--- config.mk ---
export PLATFORM = sky130hd
export DESIGN_NAME = hardware_limit_period_timer
export DESIGN_NICKNAME = d
export VERILOG_FILES = /design/src/logic/hlt_timer_pkg.sv /design/src/logic/hardware_limit_period_timer.sv /design/src/logic/hlt_prescaler.sv
export VERILOG_INCLUDE_DIRS = /design/src /design/src/logic
export SDC_FILE = /design/constraint.sdc
export NUM_CORES = 1
export LEC_CHECK = 0
export ABC_CLOCK_PERIOD_IN_PS = 3120
export BUFFER_PORTS_ARGS = -buffer_cell sky130_fd_sc_hd__buf_4
export CAP_MARGIN = 30
export CELL_PAD_IN_SITES_DETAIL_PLACEMENT = 1
export CELL_PAD_IN_SITES_GLOBAL_PLACEMENT = 1
export CORE_ASPECT_RATIO = 0.7
export CORE_UTILIZATION = 42
export DETAILED_ROUTE_END_ITERATION = 7
export PLACE_DENSITY = 0.86
export SLEW_MARGIN = 15
export SYNTH_ARGS = -nofsm -noshare
export SYNTH_HDL_FRONTEND = slang
export SYNTH_SLANG_ARGS = --single-unit
--- constraint.sdc ---
create_clock -name sys_clk -period 3.12 [get_ports sys_clk]
set_input_delay 0.468 -clock sys_clk [delete_from_list [all_inputs] [get_ports sys_clk]]
set_output_delay 0.468 -clock sys_clk [all_outputs]
set_load 0.1 [all_outputs]
--- src/logic/hlt_timer_cfg.svh ---
// constants for the hardware limit period timer
`ifndef HLT_TIMER_CFG_SVH
`define HLT_TIMER_CFG_SVH

`define OFF_COUNT    3'h0
`define OFF_PERIOD   3'h1
`define OFF_CTRL     3'h2
`define OFF_MODE     3'h3
`define OFF_SRC      3'h4
`define OFF_STATUS   3'h5

`define CTRL_RUN     7
`define CTRL_PRE_HI  6
`define CTRL_PRE_LO  4
`define CTRL_POST_HI 3
`define CTRL_POST_LO 0
`define MODE_SYNC    7

`define COUNT_RST    8'h00
`define PERIOD_RST   8'hff
`define CTRL_RST     8'h00
`define MODE_RST     5'h00
`define SRC_RST      2'h0

`endif

--- src/logic/hlt_timer_pkg.sv ---
// types shared by the hardware limit period timer
package hlt_timer_pkg;

    typedef enum logic [1:0] {
        GRP_FREE    = 2'b00,
        GRP_ONESHOT = 2'b01,
        GRP_MONO    = 2'b10,
        GRP_RSVD    = 2'b11
    } mode_group_e;

    typedef struct packed {
        logic       wr;
        logic       rd;
        logic [2:0] addr;
        logic [7:0] wdata;
    } reg_req_s;

    typedef struct packed {
        logic [7:0] count;
        logic       match;
        logic       tick;
        logic       counting;
    } pwm_link_s;

    function automatic logic [6:0] presc_mask(input logic [2:0] sel);
        presc_mask = 7'(8'h01 << sel) - 7'h01;
    endfunction : presc_mask

endpackage : hlt_timer_pkg

--- src/logic/hardware_limit_period_timer.sv ---
// 8-bit period timer with hardware limit control
//
// Our own choices: the plain strobed port and the register offsets.
`timescale 1ns/10ps
`include "hlt_timer_cfg.svh"
module hardware_limit_period_timer (
    input  wire logic                      sys_clk,          // 250 MHz clock
    input  wire logic                      rst_n,            // async reset, low
    input  wire hlt_timer_pkg::reg_req_s   reg_req,          // register request
    output logic [7:0]                     reg_rdata,        // read data, next cycle
    input  wire logic [3:0]                ext_src,          // external reset sources
    input  wire logic                      dbg_freeze,       // debug freeze, same clock
    output logic                           postscaled_pulse, // adc trigger / shutdown
    output hlt_timer_pkg::pwm_link_s       pwm_link          // live state to pwm
);
    logic                       run_q;
    logic [2:0]                 presc_sel_q;
    logic [3:0]                 post_sel_q;
    logic [4:0]                 mode_q;
    logic                       sync_q;
    logic [1:0]                 src_sel_q;
    logic [7:0]                 count_q;
    logic [7:0]                 period_q;
    logic                       running_q;
    logic [3:0]                 post_cnt_q;
    logic                       pulse_q;
    logic [3:0]                 sync1_q;
    logic [3:0]                 sync2_q;
    logic                       ers_tick_q;
    logic                       ers_prev_q;
    logic [7:0]                 rdata_q;
    logic                       tick;
    logic [6:0]                 presc_cnt;
    logic                       wr_count;
    logic                       wr_period;
    logic                       wr_ctrl;
    logic                       wr_mode;
    logic                       wr_src;
    logic                       ers_seen;
    logic                       rise;
    logic                       fall;
    logic                       on_rise;
    logic                       start_evt;
    logic                       reset_evt;
    logic                       gate_ok;
    logic                       counting;
    logic                       match;
    logic                       post_hit;
    logic                       adv;
    logic                       stop;
    logic                       clr;
    logic [2:0]                 sub;
    hlt_timer_pkg::mode_group_e grp;

    assign wr_count  = reg_req.wr && reg_req.addr == `OFF_COUNT;
    assign wr_period = reg_req.wr && reg_req.addr == `OFF_PERIOD;
    assign wr_ctrl   = reg_req.wr && reg_req.addr == `OFF_CTRL;
    assign wr_mode   = reg_req.wr && reg_req.addr == `OFF_MODE;
    assign wr_src    = reg_req.wr && reg_req.addr == `OFF_SRC;

    assign grp = hlt_timer_pkg::mode_group_e'(mode_q[4:3]);
    assign sub = mode_q[2:0];

    // two-stage synchronisers on the external pins
    always_ff @(posedge sys_clk or negedge rst_n) begin
        if (!rst_n) begin
            sync1_q <= 4'h0;
            sync2_q <= 4'h0;
        end else begin
            sync1_q <= ext_src;
            sync2_q <= sync1_q;
        end
    end

    // synchronous mode samples the source on ticks only
    always_ff @(posedge sys_clk or negedge rst_n) begin
        if (!rst_n) begin
            ers_tick_q <= 1'b0;
        end else if (tick) begin
            ers_tick_q <= sync2_q[src_sel_q];
        end
    end

    // freeze holds the seen level, so no edge and no level change
    assign ers_seen = dbg_freeze ? ers_prev_q :
                      (sync_q ? ers_tick_q : sync2_q[src_sel_q]);

    always_ff @(posedge sys_clk or negedge rst_n) begin
        if (!rst_n) begin
            ers_prev_q <= 1'b0;
        end else begin
            ers_prev_q <= ers_seen;
        end
    end

    assign rise    = ers_seen && !ers_prev_q;
    assign fall    = !ers_seen && ers_prev_q;
    assign on_rise = wr_ctrl && reg_req.wdata[`CTRL_RUN] && !run_q;

    // start triggers for one-shot and monostable groups
    always_comb begin
        start_evt = 1'b0;
        unique case (grp)
            hlt_timer_pkg::GRP_ONESHOT: begin
                unique case (sub)
                    3'h0:             start_evt = on_rise;
                    3'h1, 3'h4, 3'h6: start_evt = run_q && rise;
                    3'h2, 3'h5, 3'h7: start_evt = run_q && fall;
                    3'h3:             start_evt = run_q && (rise || fall);
                endcase
            end
            hlt_timer_pkg::GRP_MONO: begin
                // external event restarts after a stop
                unique case (sub)
                    3'h1:    start_evt = run_q && rise;
                    3'h2:    start_evt = run_q && fall;
                    3'h3:    start_evt = run_q && (rise || fall);
                    3'h6:    start_evt = run_q && ers_seen && !running_q;
                    3'h7:    start_evt = run_q && !ers_seen && !running_q;
                    default: start_evt = 1'b0;
                endcase
            end
            hlt_timer_pkg::GRP_FREE, hlt_timer_pkg::GRP_RSVD: start_evt = 1'b0;
        endcase
    end

    // reset on configured level or edge
    always_comb begin
        reset_evt = 1'b0;
        unique case (grp)
            hlt_timer_pkg::GRP_FREE: begin
                unique case (sub)
                    3'h3:    reset_evt = rise || fall;
                    3'h4:    reset_evt = rise;
                    3'h5:    reset_evt = fall;
                    3'h6:    reset_evt = !ers_seen;
                    3'h7:    reset_evt = ers_seen;
                    default: reset_evt = 1'b0;
                endcase
            end
            hlt_timer_pkg::GRP_ONESHOT: begin
                unique case (sub)
                    3'h4:    reset_evt = rise;
                    3'h5:    reset_evt = fall;
                    3'h6:    reset_evt = !ers_seen;
                    3'h7:    reset_evt = ers_seen;
                    default: reset_evt = 1'b0;
                endcase
            end
            hlt_timer_pkg::GRP_MONO: begin
                reset_evt = (sub == 3'h6 && !ers_seen) || (sub == 3'h7 && ers_seen);
            end
            hlt_timer_pkg::GRP_RSVD: reset_evt = 1'b0;
        endcase
    end

    assign gate_ok  = (sub == 3'h1) ? ers_seen : ((sub == 3'h2) ? !ers_seen : 1'b1);
    assign counting = run_q && ((grp == hlt_timer_pkg::GRP_FREE) ? gate_ok : running_q);
    assign match    = count_q == period_q;
    assign post_hit = post_cnt_q == post_sel_q;
    assign adv      = tick && counting && match;
    assign stop     = adv && (grp != hlt_timer_pkg::GRP_FREE);
    assign clr      = wr_count || wr_ctrl || reset_evt || start_evt;

    hlt_prescaler u_presc (
        .sys_clk (sys_clk),
        .rst_n   (rst_n),
        .clear   (clr),
        .sel     (presc_sel_q),
        .tick    (tick),
        .cnt     (presc_cnt)
    );

    // software access, period resets to ff
    always_ff @(posedge sys_clk or negedge rst_n) begin
        if (!rst_n) begin
            period_q <= `PERIOD_RST;
        end else if (wr_period) begin
            period_q <= reg_req.wdata;
        end
    end

    // increment on tick, clear after match, one-shot and monostable stop at 00h
    always_ff @(posedge sys_clk or negedge rst_n) begin
        if (!rst_n) begin
            count_q <= `COUNT_RST;
        end else if (wr_count) begin
            count_q <= reg_req.wdata;
        end else if (reset_evt || (start_evt && grp == hlt_timer_pkg::GRP_MONO)) begin
            count_q <= 8'h00;
        end else if (tick && counting) begin
            count_q <= match ? 8'h00 : count_q + 8'h01;
        end
    end

    // one-shot clears run bit; software write wins
    always_ff @(posedge sys_clk or negedge rst_n) begin
        if (!rst_n) begin
            run_q       <= 1'(`CTRL_RST >> `CTRL_RUN);
            presc_sel_q <= 3'h0;
            post_sel_q  <= 4'h0;
        end else if (wr_ctrl) begin
            run_q       <= reg_req.wdata[`CTRL_RUN];
            presc_sel_q <= reg_req.wdata[`CTRL_PRE_HI:`CTRL_PRE_LO];
            post_sel_q  <= reg_req.wdata[`CTRL_POST_HI:`CTRL_POST_LO];
        end else if (stop && grp == hlt_timer_pkg::GRP_ONESHOT) begin
            run_q <= 1'b0;
        end
    end

    always_ff @(posedge sys_clk or negedge rst_n) begin
        if (!rst_n) begin
            mode_q    <= `MODE_RST;
            sync_q    <= 1'b0;
            src_sel_q <= `SRC_RST;
        end else begin
            if (wr_mode) begin
                mode_q <= reg_req.wdata[4:0];
                sync_q <= reg_req.wdata[`MODE_SYNC];
            end
            if (wr_src) begin
                src_sel_q <= reg_req.wdata[1:0];
            end
        end
    end

    // monostable stop leaves run bit set
    always_ff @(posedge sys_clk or negedge rst_n) begin
        if (!rst_n) begin
            running_q <= 1'b0;
        end else if (start_evt) begin
            // software start fires while run_q is still low
            running_q <= 1'b1;
        end else if (!run_q) begin
            running_q <= 1'b0;
        end else if (stop) begin
            running_q <= 1'b0;
        end
    end

    always_ff @(posedge sys_clk or negedge rst_n) begin
        if (!rst_n) begin
            post_cnt_q <= 4'h0;
            pulse_q    <= 1'b0;
        end else if (clr) begin
            post_cnt_q <= 4'h0;
            pulse_q    <= 1'b0;
        end else if (adv) begin
            post_cnt_q <= post_hit ? 4'h0 : post_cnt_q + 4'h1;
            pulse_q    <= post_hit;
        end else if (tick) begin
            pulse_q <= 1'b0;
        end
    end

    always_ff @(posedge sys_clk or negedge rst_n) begin
        if (!rst_n) begin
            rdata_q <= 8'h00;
        end else if (reg_req.rd) begin
            unique case (reg_req.addr)
                `OFF_COUNT:  rdata_q <= count_q;
                `OFF_PERIOD: rdata_q <= period_q;
                `OFF_CTRL:   rdata_q <= {run_q, presc_sel_q, post_sel_q};
                `OFF_MODE:   rdata_q <= {sync_q, 2'h0, mode_q};
                `OFF_SRC:    rdata_q <= {6'h00, src_sel_q};
                `OFF_STATUS: rdata_q <= {5'h00, ers_seen, pulse_q, counting};
                default:     rdata_q <= 8'h00;
            endcase
        end else begin
            rdata_q <= 8'h00;
        end
    end

    // exports to adc, shutdown and pwm
    assign reg_rdata        = rdata_q;
    assign postscaled_pulse = pulse_q;
    assign pwm_link         = '{count: count_q, match: match, tick: tick, counting: counting};
endmodule : hardware_limit_period_timer

--- src/logic/hlt_prescaler.sv ---
// prescaler producing the one-cycle timer tick
`timescale 1ns/10ps
module hlt_prescaler (
    input  wire logic       sys_clk,  // system clock
    input  wire logic       rst_n,    // async reset, low
    input  wire logic       clear,    // restart division
    input  wire logic [2:0] sel,      // ratio 2^sel
    output logic            tick,     // one-cycle tick
    output logic [6:0]      cnt       // division counter
);
    logic [6:0] cnt_q;

    assign tick = (cnt_q & hlt_timer_pkg::presc_mask(sel)) == hlt_timer_pkg::presc_mask(sel);
    assign cnt  = cnt_q;

    always_ff @(posedge sys_clk or negedge rst_n) begin
        if (!rst_n) begin
            cnt_q <= 7'h00;
        end else if (clear || tick) begin
            cnt_q <= 7'h00;
        end else begin
            cnt_q <= cnt_q + 7'h01;
        end
    end

endmodule : hlt_prescaler

==> impl_metrics.json, run 1 <==
{
  "dp.cells": 506,
  "crit_slowest_cell": "dfrtp_2",
  "detail_route.wirelength_um": 11880,
  "worstSetupPathType": "reg2reg",
  "ys_ff_latch": 63,
  "multi_input_area_um2": 2088,
  "final.fill_count": 951,
  "dr.pass1.iters": 4,
  "die_h_um": 81.27,
  "syn_inst": 356,
  "cap_violations": 0,
  "syn_nets": 382,
  "muxShareOfSynthArea": 0.1145,
  "h-tree-depth": 3,
  "route.vias.total": 3216,
  "start_util": 0.4392,
  "yosysSeqAreaShare": 0.4208,
  "synth_warnings": 0,
  "final_common_cell": "buf_4",
  "hold_viol": 0,
  "synth_cell_types": 72,
  "tightest_slew_ps": 920.2,
  "dp_hpwl_um": 8197,
  "drc": 0,
  "avgSynthCellArea_um2": 10.59,
  "clockRootBuffer": "clkbuf_16",
  "final_nets": 427,
  "diodes": 0,
  "rows": 28,
  "layout_common_cells": "55 x buf_4, 54 x dfrtp_1, 24 x mux2_2",
  "peakVddDrop_v": 0.0004816,
  "relSlewSlack": 0.3809,
  "power_mw": 3.607,
  "synth_area_um2": 3770,
  "final.setup.tns_ps": 0,
  "routedWlPerCell_um": 22.59,
  "dp_slack_ps": -173.3,
  "max_stage_delay_ps": 460,
  "synth_top_family_by_area": "simple AND/OR/NAND/NOR gates",
  "die_area_um2": 9365,
  "synthSimpleGateAreaFrac": 0.1819,
  "drt_iter0_drc": 273,
  "clk_pin_slew_ps": 60,
  "coreArea_um2": 8583,
  "drive_gt1_frac": 0.3251,
  "die_w_um": 115.2,
  "seqCellArea_um2": 1588,
  "first_global_vias": 3210,
  "cts_tree": "built",
  "fin_area_um2": 4619,
  "cp.required_ps": 3340,
  "grt_pass1_wl_um": 18440,
  "whs_ps": 207.5,
  "detail-route-antenna-nets": 0,
  "synth_edf_count": 0,
  "r2r-end": "count_q[3]$_DFFE_PN0P_",
  "overflow": 0,
  "clock_path_buffers": 2,
  "antenna_found_initial": 0,
  "placed_area_um2": 4202,
  "syn_to_final_growth_pct": 22.54,
  "maxSlewViolCount": 0,
  "holdBufCountCts": 0,
  "period_minus_slack_ps": 3088,
  "power_density_nw_per_um2": 780.8,
  "setup_ws_ps": 32.07,
  "fin_util": 0.5382,
  "cts_buffers": 9,
  "io-pin-count": 40,
  "critPathMaxFanout": 10,
  "start_kind": "register",
  "hold_path.class": "in2async",
  "io_buffers": 39,
  "leakage_nw": 1.941,
  "synthFlopType": "dfrtp_1",
  "fin_worst_skew_ps": 7.533,
  "synth_xor_area_frac": 0.04182,
  "routabilityCongestion": 0.9034,
  "clock_sinks": 63,
  "clock_latency_ps": 350,
  "crit_path_cell_trace": "mux2i_4 > a32oi_2 > and2_4 > inv_1 > ha_1 > mux2i_1 > nor4b_1 > or3_1 > a211oi_2 > buf_12 > a41oi_1 > o221a_1",
  "synthAdderAreaFrac": 0.01991,
  "r2r_cells": 12,
  "r2r_setup_slack_ps": 30,
  "async_reset_ff_frac": 1.000,
  "stdcell_count": 526,
  "synth-compound-area-share": 0.1789,
  "vias_per_cell": 6.114,
  "cp.arrival_ps": 3300,
  "final-setup-viol-count": 0,
  "grt_max_degree": 64,
  "status": "complete, no violations",
  "grt_usage": 0.2741,
  "crit_path_end_kind": "register",
  "rr_startpoint": "src_sel_q[1]$_DFFE_PN0P_",
  "finalCritPeriodShare": 0.9897,
  "fmax_mhz": 323.8
}
[final cells by class]
| cell class | count | area share |
|---|---|---|
| multi-input combinational | 264 | 0.4521 |
| sequential | 63 | 0.3437 |
| timing repair buffer | 57 | 0.09615 |
| clock buffer | 9 | 0.04875 |
| tap | 120 | 0.03250 |
| clock inverter | 7 | 0.02086 |
| inverter | 6 | 0.005959 |
[cells in the mapped netlist, types with 3 or more instances]
master / n / area share
a211oi_1: 6 / 0.012
a211oi_2: 4 / 0.013
a21boi_0: 4 / 0.0080
a21o_1: 3 / 0.0060
a21oi_1: 7 / 0.0093
a22oi_1: 4 / 0.0080
a31oi_1: 6 / 0.010
a41oi_1: 3 / 0.0070
and2_1: 3 / 0.0050
and3_1: 9 / 0.015
buf_2: 7 / 0.0093
buf_4: 4 / 0.0080
buf_6: 3 / 0.0090
clkbuf_1: 9 / 0.0090
dfrtp_1: 55 / 0.37
dfstp_2: 8 / 0.056
ha_1: 6 / 0.020
inv_1: 4 / 0.0040
mux2_2: 24 / 0.072
mux2i_1: 6 / 0.016
mux4_2: 4 / 0.024
nand2_1: 23 / 0.023
nand2b_1: 10 / 0.017
nand3_1: 6 / 0.0080
nand4_1: 4 / 0.0066
nor2_1: 21 / 0.021
nor2b_1: 13 / 0.022
nor3_1: 4 / 0.0053
nor4_1: 4 / 0.0066
nor4_2: 4 / 0.013
o2111ai_1: 3 / 0.0070
o21ai_0: 8 / 0.011
o21ai_1: 5 / 0.0066
o221a_1: 4 / 0.012
o31ai_1: 3 / 0.0060
or4_1: 5 / 0.010
xnor2_1: 12 / 0.028
xor2_1: 6 / 0.014
[layer usage]
| layer | global-route usage | vias up | share of wire | routed length, um |
|---|---|---|---|---|
| li1 | - | 1429 | - | - |
| met1 | 0.3946 | 1633 | 0.46 | 5493 |
| met2 | 0.3898 | 136 | 0.44 | 5215 |
| met3 | 0.08955 | 18 | 0.083 | 991 |
| met4 | 0.07662 | 0 | 0.015 | 183 |
| met5 | 0 | - | 0 | 0 |
[kinds of logic (layout without fill, tap and decap cells)]
group / after synthesis / in the layout
simple gates: 120 / 121
compound gates: 84 / 84
flops: 63 / 63
mux: 35 / 35
buf+inv: 30 / 79
xor+xnor: 18 / 18
fa+ha+maj: 6 / 6
[power breakdown]
| group | leakage [nW] | internal (mW) | switching [mW] |
|---|---|---|---|
| Clock | 0.160 | 0.701 | 0.397 |
| Sequential | 0.788 | 0.977 | 0.223 |
| Combinational | 0.994 | 0.501 | 0.808 |
| Total | 1.94 | 2.18 | 1.43 |
[how the worst max path moves through the flow]
stage	startpoint	end	slack, ps
global placement	dbg_freeze	u_presc.cnt[6]$_DFF_PN0_	-0.9
finish	src_sel_q[1]$_DFFE_PN0P_	count_q[3]$_DFFE_PN0P_	30
floorplan	src_sel_q[1]$_DFFE_PN0P_	u_presc.cnt[3]$_DFF_PN0_	200
detailed placement	dbg_freeze	u_presc.cnt[3]$_DFF_PN0_	-170
global route	src_sel_q[1]$_DFFE_PN0P_	count_q[3]$_DFFE_PN0P_	-70
CTS	src_sel_q[1]$_DFFE_PN0P_	count_q[3]$_DFFE_PN0P_	8
[flip-flops by register name, indices dropped and copies added, names as in the netlist]
name,flops
count_q,8
period_q,8
u_presc.cnt,7
post_cnt_q,4
sync1_q,4
sync_q,1
presc_sel_q,3
mode_q,5
sync2_q,4
src_sel_q,2
ers_prev_q,1
ers_tick_q,1
postscaled_pulse,1
run_q,1
post_sel_q,4
running_q,1
reg_rdata,8
[what timing repair did]
| item | CTS | global route |
|---|---|---|
| buffers inserted | 0 | 3 |
| gates cloned | 0 | 1 |
| resized for setup | 2 | 12 |
| pin swaps | 0 | 1 |
| setup endpoints to repair | 15 | 20 |
[worst max-delay path, delay by kind of cell (launching register included)]
kind,cells,cell delay (ps)
compound gates,4,960
fa+ha+maj,1,210
buf+inv,2,230
flops,1,460
mux,2,440
simple gates,3,660
Power figures use the tool's default switching activity.
==> run 2, diff against run 1 <==
Settings changed: CAP_MARGIN 30 to 40, SETUP_SLACK_MARGIN set to 0.1.
==> impl_metrics.json, run 2 (same netlist as run 1, synthesis figures left out) <==
{
  "maxSlewViolCount": 0,
  "syn_to_final_growth_pct": 25.49,
  "final-setup-viol-count": 0,
  "power_density_nw_per_um2": 780.1,
  "final_common_cell": "buf_4",
  "routabilityCongestion": 0.9034,
  "cts_buffers": 9,
  "start_util": 0.4392,
  "r2r_setup_slack_ps": 90,
  "cap_violations": 0,
  "relSlewSlack": 0.4244,
  "final.fill_count": 950,
  "grt.met2_usage": 0.3934,
  "leakage_nw": 1.979,
  "clk_pin_slew_ps": 60,
  "io-pin-count": 40,
  "p_comb_frac": 0.373,
  "drt_iter0_drc": 307,
  "die_w_um": 115.2,
  "r2r_cells": 12,
  "hold_viol": 0,
  "p_clk_frac": 0.298,
  "seq_power_share": 0.328,
  "dp_slack_ps": -173.3,
  "clock_path_buffers": 2,
  "fin_util": 0.5512,
  "hp-start": "ext_src[1]",
  "switching_power_mw": 1.474,
  "rows": 28,
  "routedWlPerCell_um": 23.35,
  "layout_common_cells": "56 x buf_4, 52 x dfrtp_1, 24 x mux2_2",
  "r2r-end": "u_presc.cnt[3]$_DFF_PN0_",
  "cts_tree": "built",
  "cp.required_ps": 3360,
  "die_area_um2": 9365,
  "drive_gt1_frac": 0.3577,
  "route.vias.total": 3288,
  "whs_ps": 226.6,
  "fin_worst_skew_ps": 7.953,
  "peakVddDrop_v": 0.0004973,
  "crit_path_end_kind": "register",
  "detail-route-antenna-nets": 0,
  "hold_end": "sync1_q[1]$_DFF_PN0_",
  "io_buffers": 39,
  "grt_max_degree": 64,
  "start_kind": "register",
  "detail_route.wirelength_um": 12400,
  "period_minus_slack_ps": 3035,
  "grt_usage": 0.2772,
  "fmax_mhz": 329.5,
  "cp.arrival_ps": 3280,
  "setup_ws_ps": 85.14,
  "grt_pass1_wl_um": 18670,
  "hold_path.class": "in2reg",
  "first_global_vias": 3242,
  "grt_busiest_layer": "met1",
  "die_h_um": 81.27,
  "grt_util_met3": 0.08955,
  "diodes": 0,
  "critPathMaxFanout": 6,
  "clock_latency_ps": 350,
  "sw_frac_of_total": 0.3994,
  "h-tree-depth": 3,
  "status": "complete, no violations",
  "clockRootBuffer": "clkbuf_16",
  "holdPathStages": 1,
  "dp_hpwl_um": 8197,
  "coreArea_um2": 8583,
  "p_int_mw": 2.217,
  "tightest_slew_ps": 841.6,
  "drc": 0,
  "grtUsageMet1": 0.4002,
  "rr_startpoint": "src_sel_q[0]$_DFFE_PN0P_",
  "antenna_found_initial": 1,
  "rsz0062_at_grt": "yes",
  "overflow": 0,
  "final_nets": 432,
  "worstSetupPathType": "reg2reg",
  "dr.pass1.iters": 4,
  "clock_sinks": 63,
  "vias_per_cell": 6.192,
  "finalCritPeriodShare": 0.9727
}
run 2: how the worst max path moves through the flow:
stage | end | depth (start not counted) | start
after CTS | count_q[3]$_DFFE_PN0P_ | 12 | src_sel_q[1]$_DFFE_PN0P_
final | u_presc.cnt[3]$_DFF_PN0_ | 12 | src_sel_q[0]$_DFFE_PN0P_
after global placement | u_presc.cnt[6]$_DFF_PN0_ | 12 | dbg_freeze
after global routing | u_presc.cnt[3]$_DFF_PN0_ | 12 | src_sel_q[0]$_DFFE_PN0P_
after detailed placement | u_presc.cnt[3]$_DFF_PN0_ | 12 | dbg_freeze
after floorplan | u_presc.cnt[3]$_DFF_PN0_ | 12 | src_sel_q[1]$_DFFE_PN0P_
run 2: repair_timing:
item                                    in CTS  in global routing
pin swaps                                    1                  5
buffers inserted                             1                  3
endpoints found under the setup margin      19                 20
gates cloned                                 1                  1
hold buffers                                 0                  1
gates resized for setup                      9                 18
hold endpoints to repair                     0                  5
run 2: layout make-up:
class                           instances  area, um^2  area share
Multi-Input combinational cell        264        2133      0.4509
Clock inverter                          7       96.34     0.02036
Tap cell                              120       150.1     0.03174
Inverter                                6       25.02    0.005290
Timing Repair Buffer                   62       510.5      0.1079
Sequential cell                        63        1590      0.3362
Clock buffer                            9       225.2     0.04761
run 2: metal layers:
layer / share of wire / routed length [um] / up-vias
li1: - / - / 1438
met4: 0.021 / 259 / 0
met2: 0.42 / 5253 / 142
met5: 0 / 0 / -
met1: 0.49 / 6014 / 1679
met3: 0.070 / 871 / 29
run 2: power groups by stage:
stage               Sequential, mW  Combinational, mW  Clock, mW
floorplan                     1.33              0.724          0
global placement              1.18               1.18          0
detailed placement            1.20               1.21          0
CTS                           1.19               1.27       1.11
global route                  1.23               1.44       1.15
finish                        1.21               1.38       1.10
run 2: worst max-delay path, cell delays in order, from the launching register on:
cell       delay (ps)
dfrtp_1           430
buf_4             170
a211oi_1          240
a32oi_2           100
and2_4            190
ha_1              220
mux2i_2           210
nor4b_2            80
or3_4             380
a211oi_4          260
clkbuf_16         210
nand3b_4          140
nor4_4            300
run 2: per-stage QoR:
stage	power (mW)	area [um^2]	setup TNS (ps)	instances
finish	3.691	4731	0	531
global placement	2.361	4202	-0.9059	506
floorplan	2.052	3770	0	356
global route	3.828	4731	0	531
CTS	3.575	4583	0	524
detailed placement	2.413	4202	-1266	506
